<file path="src/hdl/ecc_pkg.sv">
// ---------------------------------------------------------------------------
// ecc_pkg: register map, field positions and mode codes of the capture unit
// ---------------------------------------------------------------------------
// assumes a 32-bit classic wishbone slave with one register per aligned word
package ecc_pkg;

    // word-aligned byte offsets
    localparam logic [7:0] ECC_OFS_MODE    = 8'h00; // unit mode control
    localparam logic [7:0] ECC_OFS_VAL_LO  = 8'h04; // compare value low byte
    localparam logic [7:0] ECC_OFS_VAL_HI  = 8'h08; // compare value high byte
    localparam logic [7:0] ECC_OFS_T3CTL   = 8'h0C; // timer three control
    localparam logic [7:0] ECC_OFS_FLAG    = 8'h10; // irq flag, write 1 to clear

    // mode control fields
    localparam int ECC_STEER_HI   = 7;
    localparam int ECC_STEER_LO   = 6;
    localparam int ECC_DUTY_HI    = 5;
    localparam int ECC_DUTY_LO    = 4;
    localparam int ECC_POL_AC_BIT = 1;
    localparam int ECC_POL_BD_BIT = 0;
    localparam int ECC_TSEL_BIT   = 3;  // time base select in timer three control
    localparam int ECC_FLAG_BIT   = 0;

    // reset values
    localparam logic [7:0] ECC_MODE_RST  = 8'h00;
    localparam logic [7:0] ECC_VAL_RST   = 8'h00;
    localparam logic [7:0] ECC_T3CTL_RST = 8'h00;
    localparam logic [3:0] ECC_PRESC_RST = 4'h0;

    // mode field codes
    typedef enum logic [3:0] {
        ECC_M_OFF      = 4'b0000,
        ECC_M_RSV1     = 4'b0001,
        ECC_M_CMP_TGL  = 4'b0010,
        ECC_M_RSV3     = 4'b0011,
        ECC_M_CAP_FALL = 4'b0100,
        ECC_M_CAP_RISE = 4'b0101,
        ECC_M_CAP_R4   = 4'b0110,
        ECC_M_CAP_R16  = 4'b0111,
        ECC_M_CMP_SET  = 4'b1000,
        ECC_M_CMP_CLR  = 4'b1001,
        ECC_M_CMP_SW   = 4'b1010,
        ECC_M_CMP_SPEC = 4'b1011
    } ecc_mode_e;

    // output steering in pwm
    localparam logic [1:0] ECC_STEER_SINGLE = 2'b00;
    localparam logic [1:0] ECC_STEER_FWD    = 2'b01;
    localparam logic [1:0] ECC_STEER_HALF   = 2'b10;
    localparam logic [1:0] ECC_STEER_REV    = 2'b11;

    // prescaler terminal counts
    localparam logic [3:0] ECC_PRESC_4  = 4'h3;
    localparam logic [3:0] ECC_PRESC_16 = 4'hF;

endpackage

</file>
<file path="src/hdl/ecc_unit.sv">
// ---------------------------------------------------------------------------
// ecc_unit: enhanced capture/compare unit with pwm output steering
// ---------------------------------------------------------------------------
// assumes timers one and three count on clk_i; pwm waveform and its dead-band
// complement come from a timer two generator on the same clock.
// Contract
// - mode zero turns unit off, clears compare latch and prescaler
// - mode codes 0001 and 0011 are reserved, unit does nothing
// - capture on falling, rising, every 4th or every 16th rising edge
// - mode 0010 toggles compare output on match and sets flag
// - mode 1000 drives output high, 1001 low on match; both set flag
// - mode 1010 only sets flag; pin goes back to port use
// - mode 1011 sets flag, resets selected timer, starts conversion if enabled
// - pwm modes; bit1 inverts outputs a and c, bit0 inverts b and d
// - outside pwm, steering ignored; a is capture/compare, b to d port pins
// - steering 00: only output a modulated
// - steering 01: d modulated, a active, b and c inactive
// - steering 10: a and b complementary modulated, c and d port pins
// - steering 11: b modulated, c active, a and d inactive
// - duty is low compare byte above the two duty lsb bits
// - qualified capture copies full 16-bit selected timer count
// - every capture sets flag; only software clears it
// - new capture overwrites pair, no overrun indication
// - capture/compare use timer one or three; pwm uses timer two
// - prescaler cleared when off or not in capture
// - changing between prescalers keeps the prescaler count
// - time base select bit 3: one picks timer three, zero timer one
`timescale 1ns/1ns
module ecc_unit
    import ecc_pkg::*;
(
    input  wire logic        clk_i,
    input  wire logic        rst_i,
    // classic wishbone slave
    input  wire logic        cyc_i,
    input  wire logic        stb_i,
    input  wire logic        we_i,
    input  wire logic [7:0]  adr_i,
    input  wire logic [3:0]  sel_i,
    input  wire logic [31:0] dat_i,
    output logic      [31:0] dat_o,
    output logic             ack_o,
    // time bases
    input  wire logic [15:0] timer_one_count_i,
    input  wire logic [15:0] timer_three_count_i,
    output logic             timer_one_reset_o,
    output logic             timer_three_reset_o,
    input  wire logic        adc_enabled_i,
    output logic             adc_start_o,
    // pwm generator on timer two
    input  wire logic        pwm_mod_i,
    input  wire logic        pwm_comp_i,
    output logic      [9:0]  duty_cycle_o,
    // pins
    input  wire logic        capture_pin_i,
    output logic             output_a_o,
    output logic             output_a_oe_o,
    output logic             output_b_o,
    output logic             output_b_oe_o,
    output logic             output_c_o,
    output logic             output_c_oe_o,
    output logic             output_d_o,
    output logic             output_d_oe_o,
    output logic             unit_irq_flag_o
);

    // -----------------------------------------------------------------------
    // state
    // -----------------------------------------------------------------------
    typedef struct packed {
        logic [7:0]  mode;
        logic [7:0]  val_lo;
        logic [7:0]  val_hi;
        logic [7:0]  t3ctl;
        logic        flag;
        logic        pin_s1;
        logic        pin_s2;
        logic        pin_prev;
        logic [3:0]  presc;
        logic        cmp_latch;
        logic        match_prev;
        logic        ack;
        logic [31:0] rdata;
        logic        trst1;
        logic        trst3;
        logic        adc_go;
        logic [3:0]  pin_val;
        logic [3:0]  pin_oe;
    } ecc_state_s;

    localparam ecc_state_s ECC_STATE_RST = '{
        mode: ECC_MODE_RST, val_lo: ECC_VAL_RST, val_hi: ECC_VAL_RST,
        t3ctl: ECC_T3CTL_RST, presc: ECC_PRESC_RST, rdata: 32'h0000_0000,
        pin_val: 4'h0, pin_oe: 4'h0, default: 1'b0};

    ecc_state_s q_reg;
    ecc_state_s q_next;

    // address decode, shared by read and write paths
    function automatic logic [2:0] ecc_decode(input logic [7:0] adr);
        case (adr)
            ECC_OFS_MODE:   ecc_decode = 3'h1;
            ECC_OFS_VAL_LO: ecc_decode = 3'h2;
            ECC_OFS_VAL_HI: ecc_decode = 3'h3;
            ECC_OFS_T3CTL:  ecc_decode = 3'h4;
            ECC_OFS_FLAG:   ecc_decode = 3'h5;
            default:        ecc_decode = 3'h0;
        endcase
    endfunction

    // -----------------------------------------------------------------------
    // next state
    // -----------------------------------------------------------------------
    logic [3:0]  mfield;
    logic [1:0]  steer;
    logic [15:0] tbase;
    logic [15:0] cmp_val;
    logic        is_cap;
    logic        is_cmp;
    logic        is_pwm;
    logic        rise;
    logic        fall;
    logic        cap_evt;
    logic        match_evt;
    logic        wr_en;
    logic [2:0]  wsel;
    logic        pol_ac;
    logic        pol_bd;

    always_comb begin
        q_next    = q_reg;
        mfield    = q_reg.mode[3:0];
        steer     = q_reg.mode[ECC_STEER_HI:ECC_STEER_LO];
        pol_ac    = q_reg.mode[ECC_POL_AC_BIT];
        pol_bd    = q_reg.mode[ECC_POL_BD_BIT];
        is_cap    = (mfield[3:2] == 2'b01);
        is_cmp    = (mfield == ECC_M_CMP_TGL) || (mfield[3:2] == 2'b10);
        is_pwm    = (mfield[3:2] == 2'b11);
        tbase     = q_reg.t3ctl[ECC_TSEL_BIT] ? timer_three_count_i
                                              : timer_one_count_i;
        cmp_val   = {q_reg.val_hi, q_reg.val_lo};
        wsel      = ecc_decode(adr_i);
        wr_en     = cyc_i && stb_i && we_i && q_reg.ack && sel_i[0];

        // two-stage sync; only the second stage feeds edge logic
        q_next.pin_s1   = capture_pin_i;
        q_next.pin_s2   = q_reg.pin_s1;
        q_next.pin_prev = q_reg.pin_s2;
        rise = q_reg.pin_s2 && !q_reg.pin_prev;
        fall = !q_reg.pin_s2 && q_reg.pin_prev;

        // capture qualification with prescaler; count kept across prescaler swaps
        cap_evt = 1'b0;
        if (is_cap) begin
            case (mfield)
                ECC_M_CAP_FALL: cap_evt = fall;
                ECC_M_CAP_RISE: cap_evt = rise;
                ECC_M_CAP_R4:   cap_evt = rise && (q_reg.presc[1:0] == ECC_PRESC_4[1:0]);
                ECC_M_CAP_R16:  cap_evt = rise && (q_reg.presc == ECC_PRESC_16);
                default:        cap_evt = 1'b0;
            endcase
            if (rise) begin
                q_next.presc = q_reg.presc + 4'h1;
            end
        end else begin
            q_next.presc = ECC_PRESC_RST;
        end

        // compare match on first cycle of equality, so a stalled timer acts once
        q_next.match_prev = is_cmp && (tbase == cmp_val);
        match_evt = is_cmp && (tbase == cmp_val) && !q_reg.match_prev;

        // one-cycle trigger pulses default low
        q_next.trst1  = 1'b0;
        q_next.trst3  = 1'b0;
        q_next.adc_go = 1'b0;
        if (match_evt) begin
            case (mfield)
                ECC_M_CMP_TGL:  q_next.cmp_latch = !q_reg.cmp_latch;
                ECC_M_CMP_SET:  q_next.cmp_latch = 1'b1;
                ECC_M_CMP_CLR:  q_next.cmp_latch = 1'b0;
                ECC_M_CMP_SPEC: begin
                    q_next.trst1  = !q_reg.t3ctl[ECC_TSEL_BIT];
                    q_next.trst3  = q_reg.t3ctl[ECC_TSEL_BIT];
                    q_next.adc_go = adc_enabled_i;
                end
                default:        q_next.cmp_latch = q_reg.cmp_latch;
            endcase
        end
        if (mfield == ECC_M_OFF) begin
            q_next.cmp_latch = 1'b0;
        end

        // wishbone: ack one cycle after request, drop after one cycle
        q_next.ack = cyc_i && stb_i && !q_reg.ack;
        q_next.rdata = 32'h0000_0000;
        case (wsel)
            3'h1:    q_next.rdata[7:0] = q_reg.mode;
            3'h2:    q_next.rdata[7:0] = q_reg.val_lo;
            3'h3:    q_next.rdata[7:0] = q_reg.val_hi;
            3'h4:    q_next.rdata[7:0] = q_reg.t3ctl;
            3'h5:    q_next.rdata[ECC_FLAG_BIT] = q_reg.flag;
            default: q_next.rdata = 32'h0000_0000;
        endcase

        // software writes take effect on the acknowledged edge
        if (wr_en) begin
            case (wsel)
                3'h1:    q_next.mode   = dat_i[7:0];
                3'h2:    q_next.val_lo = dat_i[7:0];
                3'h3:    q_next.val_hi = dat_i[7:0];
                3'h4:    q_next.t3ctl  = dat_i[7:0];
                3'h5:    q_next.flag   = q_reg.flag && !dat_i[ECC_FLAG_BIT];
                default: q_next.flag   = q_reg.flag;
            endcase
        end

        // hardware events win over software in the same cycle
        if (cap_evt) begin
            q_next.val_lo = tbase[7:0];
            q_next.val_hi = tbase[15:8];
            q_next.flag   = 1'b1;
        end
        if (match_evt) begin
            q_next.flag = 1'b1;
        end

        // pin steering; outside pwm only output a belongs to the unit
        q_next.pin_oe  = 4'h0;
        q_next.pin_val = 4'h0;
        if (is_pwm) begin
            case (steer)
                ECC_STEER_SINGLE: begin
                    q_next.pin_oe  = 4'b0001;
                    q_next.pin_val = {3'b000, pwm_mod_i ^ pol_ac};
                end
                ECC_STEER_FWD: begin
                    q_next.pin_oe  = 4'b1111;
                    q_next.pin_val = {pwm_mod_i ^ pol_bd, pol_ac, pol_bd, !pol_ac};
                end
                ECC_STEER_HALF: begin
                    q_next.pin_oe  = 4'b0011;
                    q_next.pin_val = {2'b00, pwm_comp_i ^ pol_bd, pwm_mod_i ^ pol_ac};
                end
                default: begin
                    q_next.pin_oe  = 4'b1111;
                    q_next.pin_val = {pol_bd, !pol_ac, pwm_mod_i ^ pol_bd, pol_ac};
                end
            endcase
        end else if (is_cmp && mfield != ECC_M_CMP_SW) begin
            q_next.pin_oe  = 4'b0001;
            q_next.pin_val = {3'b000, q_next.cmp_latch};
        end
        // reserved codes and capture leave every pin to the port
    end

    // -----------------------------------------------------------------------
    // state register
    // -----------------------------------------------------------------------
    always_ff @(posedge clk_i) begin
        if (rst_i) begin
            q_reg <= ECC_STATE_RST;
        end else begin
            q_reg <= q_next;
        end
    end

    // outputs straight from flops
    assign dat_o               = q_reg.rdata;
    assign ack_o               = q_reg.ack;
    assign timer_one_reset_o   = q_reg.trst1;
    assign timer_three_reset_o = q_reg.trst3;
    assign adc_start_o         = q_reg.adc_go;
    assign duty_cycle_o        = {q_reg.val_lo, q_reg.mode[ECC_DUTY_HI:ECC_DUTY_LO]};
    assign unit_irq_flag_o     = q_reg.flag;
    assign output_a_o          = q_reg.pin_val[0];
    assign output_b_o          = q_reg.pin_val[1];
    assign output_c_o          = q_reg.pin_val[2];
    assign output_d_o          = q_reg.pin_val[3];
    assign output_a_oe_o       = q_reg.pin_oe[0];
    assign output_b_oe_o       = q_reg.pin_oe[1];
    assign output_c_oe_o       = q_reg.pin_oe[2];
    assign output_d_oe_o       = q_reg.pin_oe[3];
endmodule // ecc_unit

</file>
<file path="config.mk">
export PLATFORM = sky130hd
export DESIGN_NAME = ecc_unit
export DESIGN_NICKNAME = d
export VERILOG_FILES = /design/src/hdl/ecc_pkg.sv /design/src/hdl/ecc_unit.sv
export SDC_FILE = /design/constraint.sdc
export NUM_CORES = 1
export LEC_CHECK = 0
export ABC_AREA = 1
export BUFFER_PORTS_ARGS = -buffer_cell sky130_fd_sc_hd__clkbuf_2
export CAP_MARGIN = 10
export CORE_MARGIN = 1
export CORE_UTILIZATION = 45
export CTS_CLUSTER_SIZE = 20
export DETAILED_ROUTE_END_ITERATION = 6
export PLACE_DENSITY_LB_ADDON = 0.25
export SYNTH_ARGS = -nofsm -noshare
export SYNTH_HDL_FRONTEND = slang
export SYNTH_SLANG_ARGS = --single-unit
</file>
<file path="constraint.sdc">
create_clock -name clk_i -period 3.58 [get_ports clk_i]
set_input_delay 0.358 -clock clk_i [delete_from_list [all_inputs] [get_ports clk_i]]
set_output_delay 0.358 -clock clk_i [all_outputs]
set_load 0.01 [all_outputs]
</file>
==> results of run 1 <==
[kinds of logic (layout without fill, tap and decap cells)]
family          count (synthesis)  count (layout)  share of synthesized area (%)
buf+inv                       127             176                           18.4
xor+xnor                        2               2                          0.490
flops                          61              61                           34.2
fa+ha+maj                       1               1                          0.350
compound gates                 80              80                           12.8
other cells                     1              24                          0.105
simple gates                  284             284                           33.7
[worst min-delay path by stage]
stage	start	cells after the start	slack (ns)	to
floorplan	q_next[51]$_SDFF_PP0_	2	0.39	q_next[50]$_SDFF_PP0_
global placement	q_next[51]$_SDFF_PP0_	2	0.39	q_next[50]$_SDFF_PP0_
detailed placement	q_next[51]$_SDFF_PP0_	2	0.40	q_next[50]$_SDFF_PP0_
CTS	capture_pin_i	3	0.18	q_next[51]$_SDFF_PP0_
global route	capture_pin_i	3	0.19	q_next[51]$_SDFF_PP0_
finish	capture_pin_i	3	0.19	q_next[51]$_SDFF_PP0_
[metal layers]
layer	vias up	track usage, %	share of wire, %
li1	1838	-	-
met1	1614	29.0	45
met2	164	38.0	46
met5	-	0	0
met3	22	6.53	7.8
met4	0	7.80	1.9
[layout by cell type (no fill, tap or decap), drive strengths merged, types with 6 or more instances in the layout]
master,instances
nor2,65
nand2,159
dfxtp,61
a41oi,6
nor3,11
o21ai,34
inv,70
clkbuf,100
nand3,35
conb,24
a21oi,26
[Yosys cell counts, drive strengths merged, types with 3 or more instances]
library cell	count
o22ai	3
a31oi	4
nor2	65
nand4	4
a21oi	26
nor3	11
clkbuf	4
buf	53
nand3	35
o21ai	34
inv	70
a41oi	6
dfxtp	61
or2	4
nand2	159
[tightest hold or removal path, stage by stage]
cell	delay [ns]
clkbuf_2	0.08
inv_1	0.04
nor2_1	0.03
[stage by stage]
stage,area (µm²),hold WS [ns]
2_1_floorplan,3660,0.388
3_3_place_gp,3850,0.391
3_5_place_dp,3850,0.398
4_1_cts,4060,0.183
5_1_grt,4060,0.190
6_report,4060,0.190
[power by group through the flow]
stage	Clock, mW	Combinational, mW	Sequential (mW)
after floorplan	0	0.0736	0.696
after global placement	0	0.100	0.696
after detailed placement	0	0.103	0.696
after CTS	0.668	0.103	0.681
after global routing	0.706	0.116	0.681
final	0.657	0.104	0.681
[area by class of cell]
| class | instances | area [µm²] |
|---|---|---|
| clock buffers | 12 | 135 |
| clock inverters | 4 | 72.6 |
| fillers | 796 | 3630 |
| inverters | 70 | 265 |
| multi-input cells | 391 | 1780 |
| flip-flops and latches | 61 | 1220 |
| well taps | 102 | 128 |
| repair buffers | 90 | 455 |
==> flow_summary.json, run 1 <==
{
  "vias": 3638,
  "synth_area_leaders": "dfxtp_1 (34%), nand2_1 (17%), buf_4 (9.5%)",
  "cts-root-buf": "clkbuf_8",
  "setup_viol_count_final": 0,
  "crit_family": "simple AND/OR/NAND/NOR gates",
  "pre_cts_ws_ns": 1.41,
  "status": "finished clean",
  "ys_types": 39,
  "fmax_mhz": 446,
  "cts_made_buffers": 9,
  "ys.flop_type": "dfxtp_1",
  "worst-r2r-setup-slack_ns": 1.34,
  "grt_pass1_wl_um": 15100,
  "p_leak_nw": 2.02,
  "dpl.hpwl_um": 7150,
  "p_clk_share_pct": 45.6,
  "critPathMaxStageDelay_ns": 0.53,
  "powerDensity_mw_per_mm2": 355,
  "layoutNonFillerInstCount": 730,
  "internal-power_mw": 1.11,
  "worstPathCellList": "nand2_1 -> a21oi_1 -> o22ai_1 -> nand2_1 -> inv_2 -> nor2_2 -> nand2_2 -> o211ai_2 -> nand2_1 -> inv_1",
  "p_comb_share_pct": 7.2,
  "clockBufferDepth": 2,
  "fp.dieArea_mm2": 0.00830,
  "critPathArrivalTime_ns": 2.54,
  "cap_violations": 0,
  "first_pass_iters": 5,
  "critical_path_class": "reg -> reg",
  "wl_um": 9280,
  "hold_viol_final": 0,
  "async_flop_share_pct": 0,
  "worst_slack_ns": 1.34,
  "cp.required_ns": 3.88,
  "routed_via_density": 4.98,
  "yosysSeqAreaShare_pct": 34.2,
  "avgSynthCellArea_um2": 6.43,
  "yosys_warnings": 0,
  "grt_overflow_total": 0,
  "largest_reg_flops": 17,
  "fin_nets": 709,
  "row_count": 32,
  "die-width_um": 91.1,
  "rr_worst_depth": 10,
  "grt_pass1_vias": 3254,
  "cts_resized": 0,
  "tightest_slew_ns": 0.565,
  "antenna_found_initial": 0,
  "cts.clk_slew.worst_paths_ns": 0.07,
  "slowest_stage": "dfxtp_1",
  "post-route-min-period_ns": 2.24,
  "sw_frac_of_total_pct": 23.0,
  "dp_cells": 714,
  "start_util_pct": 46.5,
  "r2r_end": "cmp_val[13]$_SDFFE_PP0P_",
  "seqPwrFrac_pct": 47.2,
  "die_h_um": 91.1,
  "crit_end": "cmp_val[13]$_SDFFE_PP0P_",
  "areaGrowthSynthToFinish_pct": 13.5,
  "finalSetupTns_ns": 0,
  "hp-class": "in -> reg",
  "io_pins": 140,
  "relSlewSlack_pct": 62.1,
  "crit_start": "mfield[0]$_SDFFE_PP0P_",
  "htree_levels": 3,
  "grt_usage_pct": 23.1,
  "ys_seq_elements": 61,
  "post-route-period-util_pct": 62.6,
  "synthesis.area_mm2": 0.00357,
  "ir_drop_v": 0.000224,
  "rsz0062_at_grt": "no",
  "finalPower_mw": 1.44,
  "post_drt_wl_per_cell_um": 12.7,
  "cts_sinks": 61,
  "cts_setup_buffers": 0,
  "path_common_cell": "nand2_1",
  "drc": 0,
  "synth_cells": 556,
  "endpoint_kind": "register",
  "yosysTopAreaCellShare_pct": 34.2,
  "reg2reg_from": "mfield[0]$_SDFFE_PP0P_",
  "critPathBufInv": 2,
  "clock_skew_ns": 0.00876,
  "portBuffers": 88,
  "synth-edff-count": 0,
  "cp_num_cells": 10,
  "drv_slew": 0,
  "synth_top_cell_by_area": "dfxtp_1",
  "cts_hold_buf": 0,
  "p_sw_uw": 331,
  "drt_iter0_drc": 270,
  "num_antenna_cells": 0,
  "insertion_delay_ns": 0.35,
  "gp_congestion": 0.922,
  "final_layout_size_suffix_gt1_share_pct": 18.9,
  "drtAntennaViolNets": 0,
  "startpoint_type": "register",
  "grt_max_degree": 22,
  "fin_util_pct": 52.8,
  "cts_tree": "yes",
  "cp_max_fo": 21,
  "core_mm2": 0.00769
}
No activity file was read; power rests on OpenSTA's default activity.
==> run 2, diff against run 1 <==
CORE_UTILIZATION = 44   (was 45)
clock period = 1.9 ns   (was 3.58 ns; I/O delays follow)
==> run 2 against run 1 <==
  * Clock skew rose by 0.0018 ns
  * Via count grew 0.99%
  * Non-clock buffer count grew 18
  * Critical endpoint is now output_a_o$_SDFF_PP0_
  * Highest routed layer unchanged
==> flow_summary.json, run 2 (synthesis results as in run 1) <==
{
  "fp.dieArea_mm2": 0.00849,
  "p_comb_share_pct": 8.2,
  "clockBufferDepth": 2,
  "sw_frac_of_total_pct": 24.6,
  "powerDensity_mw_per_mm2": 595,
  "gp_congestion": 0.897,
  "holdPathStages": 3,
  "start_util_pct": 45.8,
  "num_antenna_cells": 0,
  "worst-r2r-setup-slack_ns": 0.15,
  "drv_slew": 0,
  "grt_pass1_vias": 3305,
  "slowest_stage": "dfxtp_4",
  "crit_start": "q_reg[57]$_SDFFE_PP0P_",
  "fmax_mhz": 572,
  "grt_usage_pct": 23.5,
  "hold_viol_final": 0,
  "holdPathEnd": "adc_start_o$_SDFF_PP0_",
  "io_pins": 140,
  "grt_overflow_total": 0,
  "areaGrowthSynthToFinish_pct": 17.4,
  "rr_worst_depth": 14,
  "cap_violations": 0,
  "cp.required_ns": 2.19,
  "rsz0062_at_grt": "yes",
  "vias": 3674,
  "cts_made_buffers": 9,
  "p_sw_uw": 614,
  "largest_reg_flops": 17,
  "drt_iter0_drc": 303,
  "finalSetupTns_ns": 0,
  "routed_via_density": 4.92,
  "reg2reg_from": "q_reg[57]$_SDFFE_PP0P_",
  "die-width_um": 92.1,
  "design_area_mm2": 0.00420,
  "drc": 0,
  "final_layout_size_suffix_gt1_share_pct": 23.0,
  "worstPathCellList": "inv_4 -> buf_4 -> nand2_1 -> nand2_1 -> nand2_1 -> nand2_1 -> nand3_1 -> nor2_2 -> nand3_1 -> nor2_2 -> nand3_1 -> nand2_1 -> nand3_1 -> nand2_1",
  "layout_commonest_cell": "nand2_1",
  "post-route-period-util_pct": 92.1,
  "internal-power_mw": 1.88,
  "multiInputGateArea_mm2": 0.00180,
  "cts_sinks": 61,
  "status": "finished clean",
  "post_drt_wl_per_cell_um": 12.7,
  "r2r_end": "output_a_o$_SDFF_PP0_",
  "regArea_mm2": 0.00123,
  "p_clk_share_pct": 40.5,
  "startpoint_type": "register",
  "antenna_found_initial": 0,
  "clock_skew_ns": 0.0106,
  "critPathArrivalTime_ns": 2.04,
  "fin_nets": 727,
  "setup_viol_count_final": 0,
  "critical_path_class": "reg -> reg",
  "dpl.hpwl_um": 7380,
  "grt_pass1_wl_um": 15500,
  "p_leak_nw": 2.10,
  "ir_drop_v": 0.000320,
  "insertion_delay_ns": 0.34,
  "drtAntennaViolNets": 0,
  "path_common_cell": "nand2_1",
  "cts.clk_slew.worst_paths_ns": 0.07,
  "hp-class": "in -> reg",
  "row_count": 32,
  "grt_max_degree": 22,
  "cts_tree": "yes",
  "cts-root-buf": "clkbuf_8",
  "die_h_um": 92.1,
  "critPathMaxStageDelay_ns": 0.36,
  "cts_hold_buf": 0,
  "post-route-min-period_ns": 1.75,
  "endpoint_kind": "register",
  "seqPwrFrac_pct": 51.3,
  "htree_levels": 3,
  "placed_area_mm2": 0.00399,
  "cp_max_fo": 8,
  "first_pass_iters": 6,
  "hp-start": "adc_enabled_i",
  "final_cell_mix": "nand2_1 (155), clkbuf_2 (88), inv_1 (62)",
  "core_mm2": 0.00781,
  "portBuffers": 88,
  "fillers": 792,
  "wl_um": 9440
}
[run 2: cell types whose count changed in the layout (fill, tap and decap cells not counted), sizes merged]
cell and change:
buf +18, clkinvlp -1, bufinv -2, clkinv +1
[run 2: metrics by stage]
step	utilization, %	setup slack [ns]	instances	hold WS [ns]	total power, mW
after floorplan	-	0.346	579	0.297	1.45
after global placement	51.1	0.0632	731	0.387	1.51
after detailed placement	51.1	0.0352	731	0.387	1.51
after CTS	53.2	0.0173	745	0.0297	2.51
after global routing	53.8	-0.0536	746	0.0476	2.60
final	53.8	0.151	746	0.0388	2.50
[run 2: worst max-delay path by stage]
stage,endpoint,cells after the start
6_report,output_a_o$_SDFF_PP0_,14
5_1_grt,output_a_o$_SDFF_PP0_,14
4_1_cts,adc_start_o$_SDFF_PP0_,9
3_5_place_dp,cmp_val[13]$_SDFFE_PP0P_,12
3_3_place_gp,cmp_val[13]$_SDFFE_PP0P_,12
2_1_floorplan,duty_cycle_o[7]$_SDFFE_PP0P_,11
[run 2: per-layer routing]
layer  up-vias  wire length (µm)  share of wire [%]  GRT usage, %
met4         0               133                1.4          7.81
met3        15               704                7.5          4.15
met2       174              4200                 44          38.5
met1      1614              4400                 47          31.2
li1       1871                 -                  -             -
met5         -                 0                  0             0
[run 2: power groups by stage]
stage,sequential [mW],combinational [mW],clock (mW)
6_report,1.28,0.204,1.01
5_1_grt,1.28,0.231,1.09
4_1_cts,1.28,0.199,1.03
3_5_place_dp,1.31,0.199,0
3_3_place_gp,1.31,0.195,0
2_1_floorplan,1.31,0.139,0
[run 2: worst max-delay path: cells and delay by family (launching register included)]
kind          cells  cell delay [ns]
buf+inv           2             0.24
flops             1             0.36
simple gates     12             1.07
[run 2: layout make-up]
type,instances,area share (%)
flip-flops and latches,61,29.2
multi-input cells,391,42.9
clock buffers,12,3.70
well taps,102,3.04
repair buffers,108,14.5
clock inverters,2,0.238
inverters,70,6.44
[run 2: what timing repair did]
action / CTS / global route
gates resized for setup: 0 / 17
setup buffers: 0 / 1
setup endpoints to repair: 0 / 21
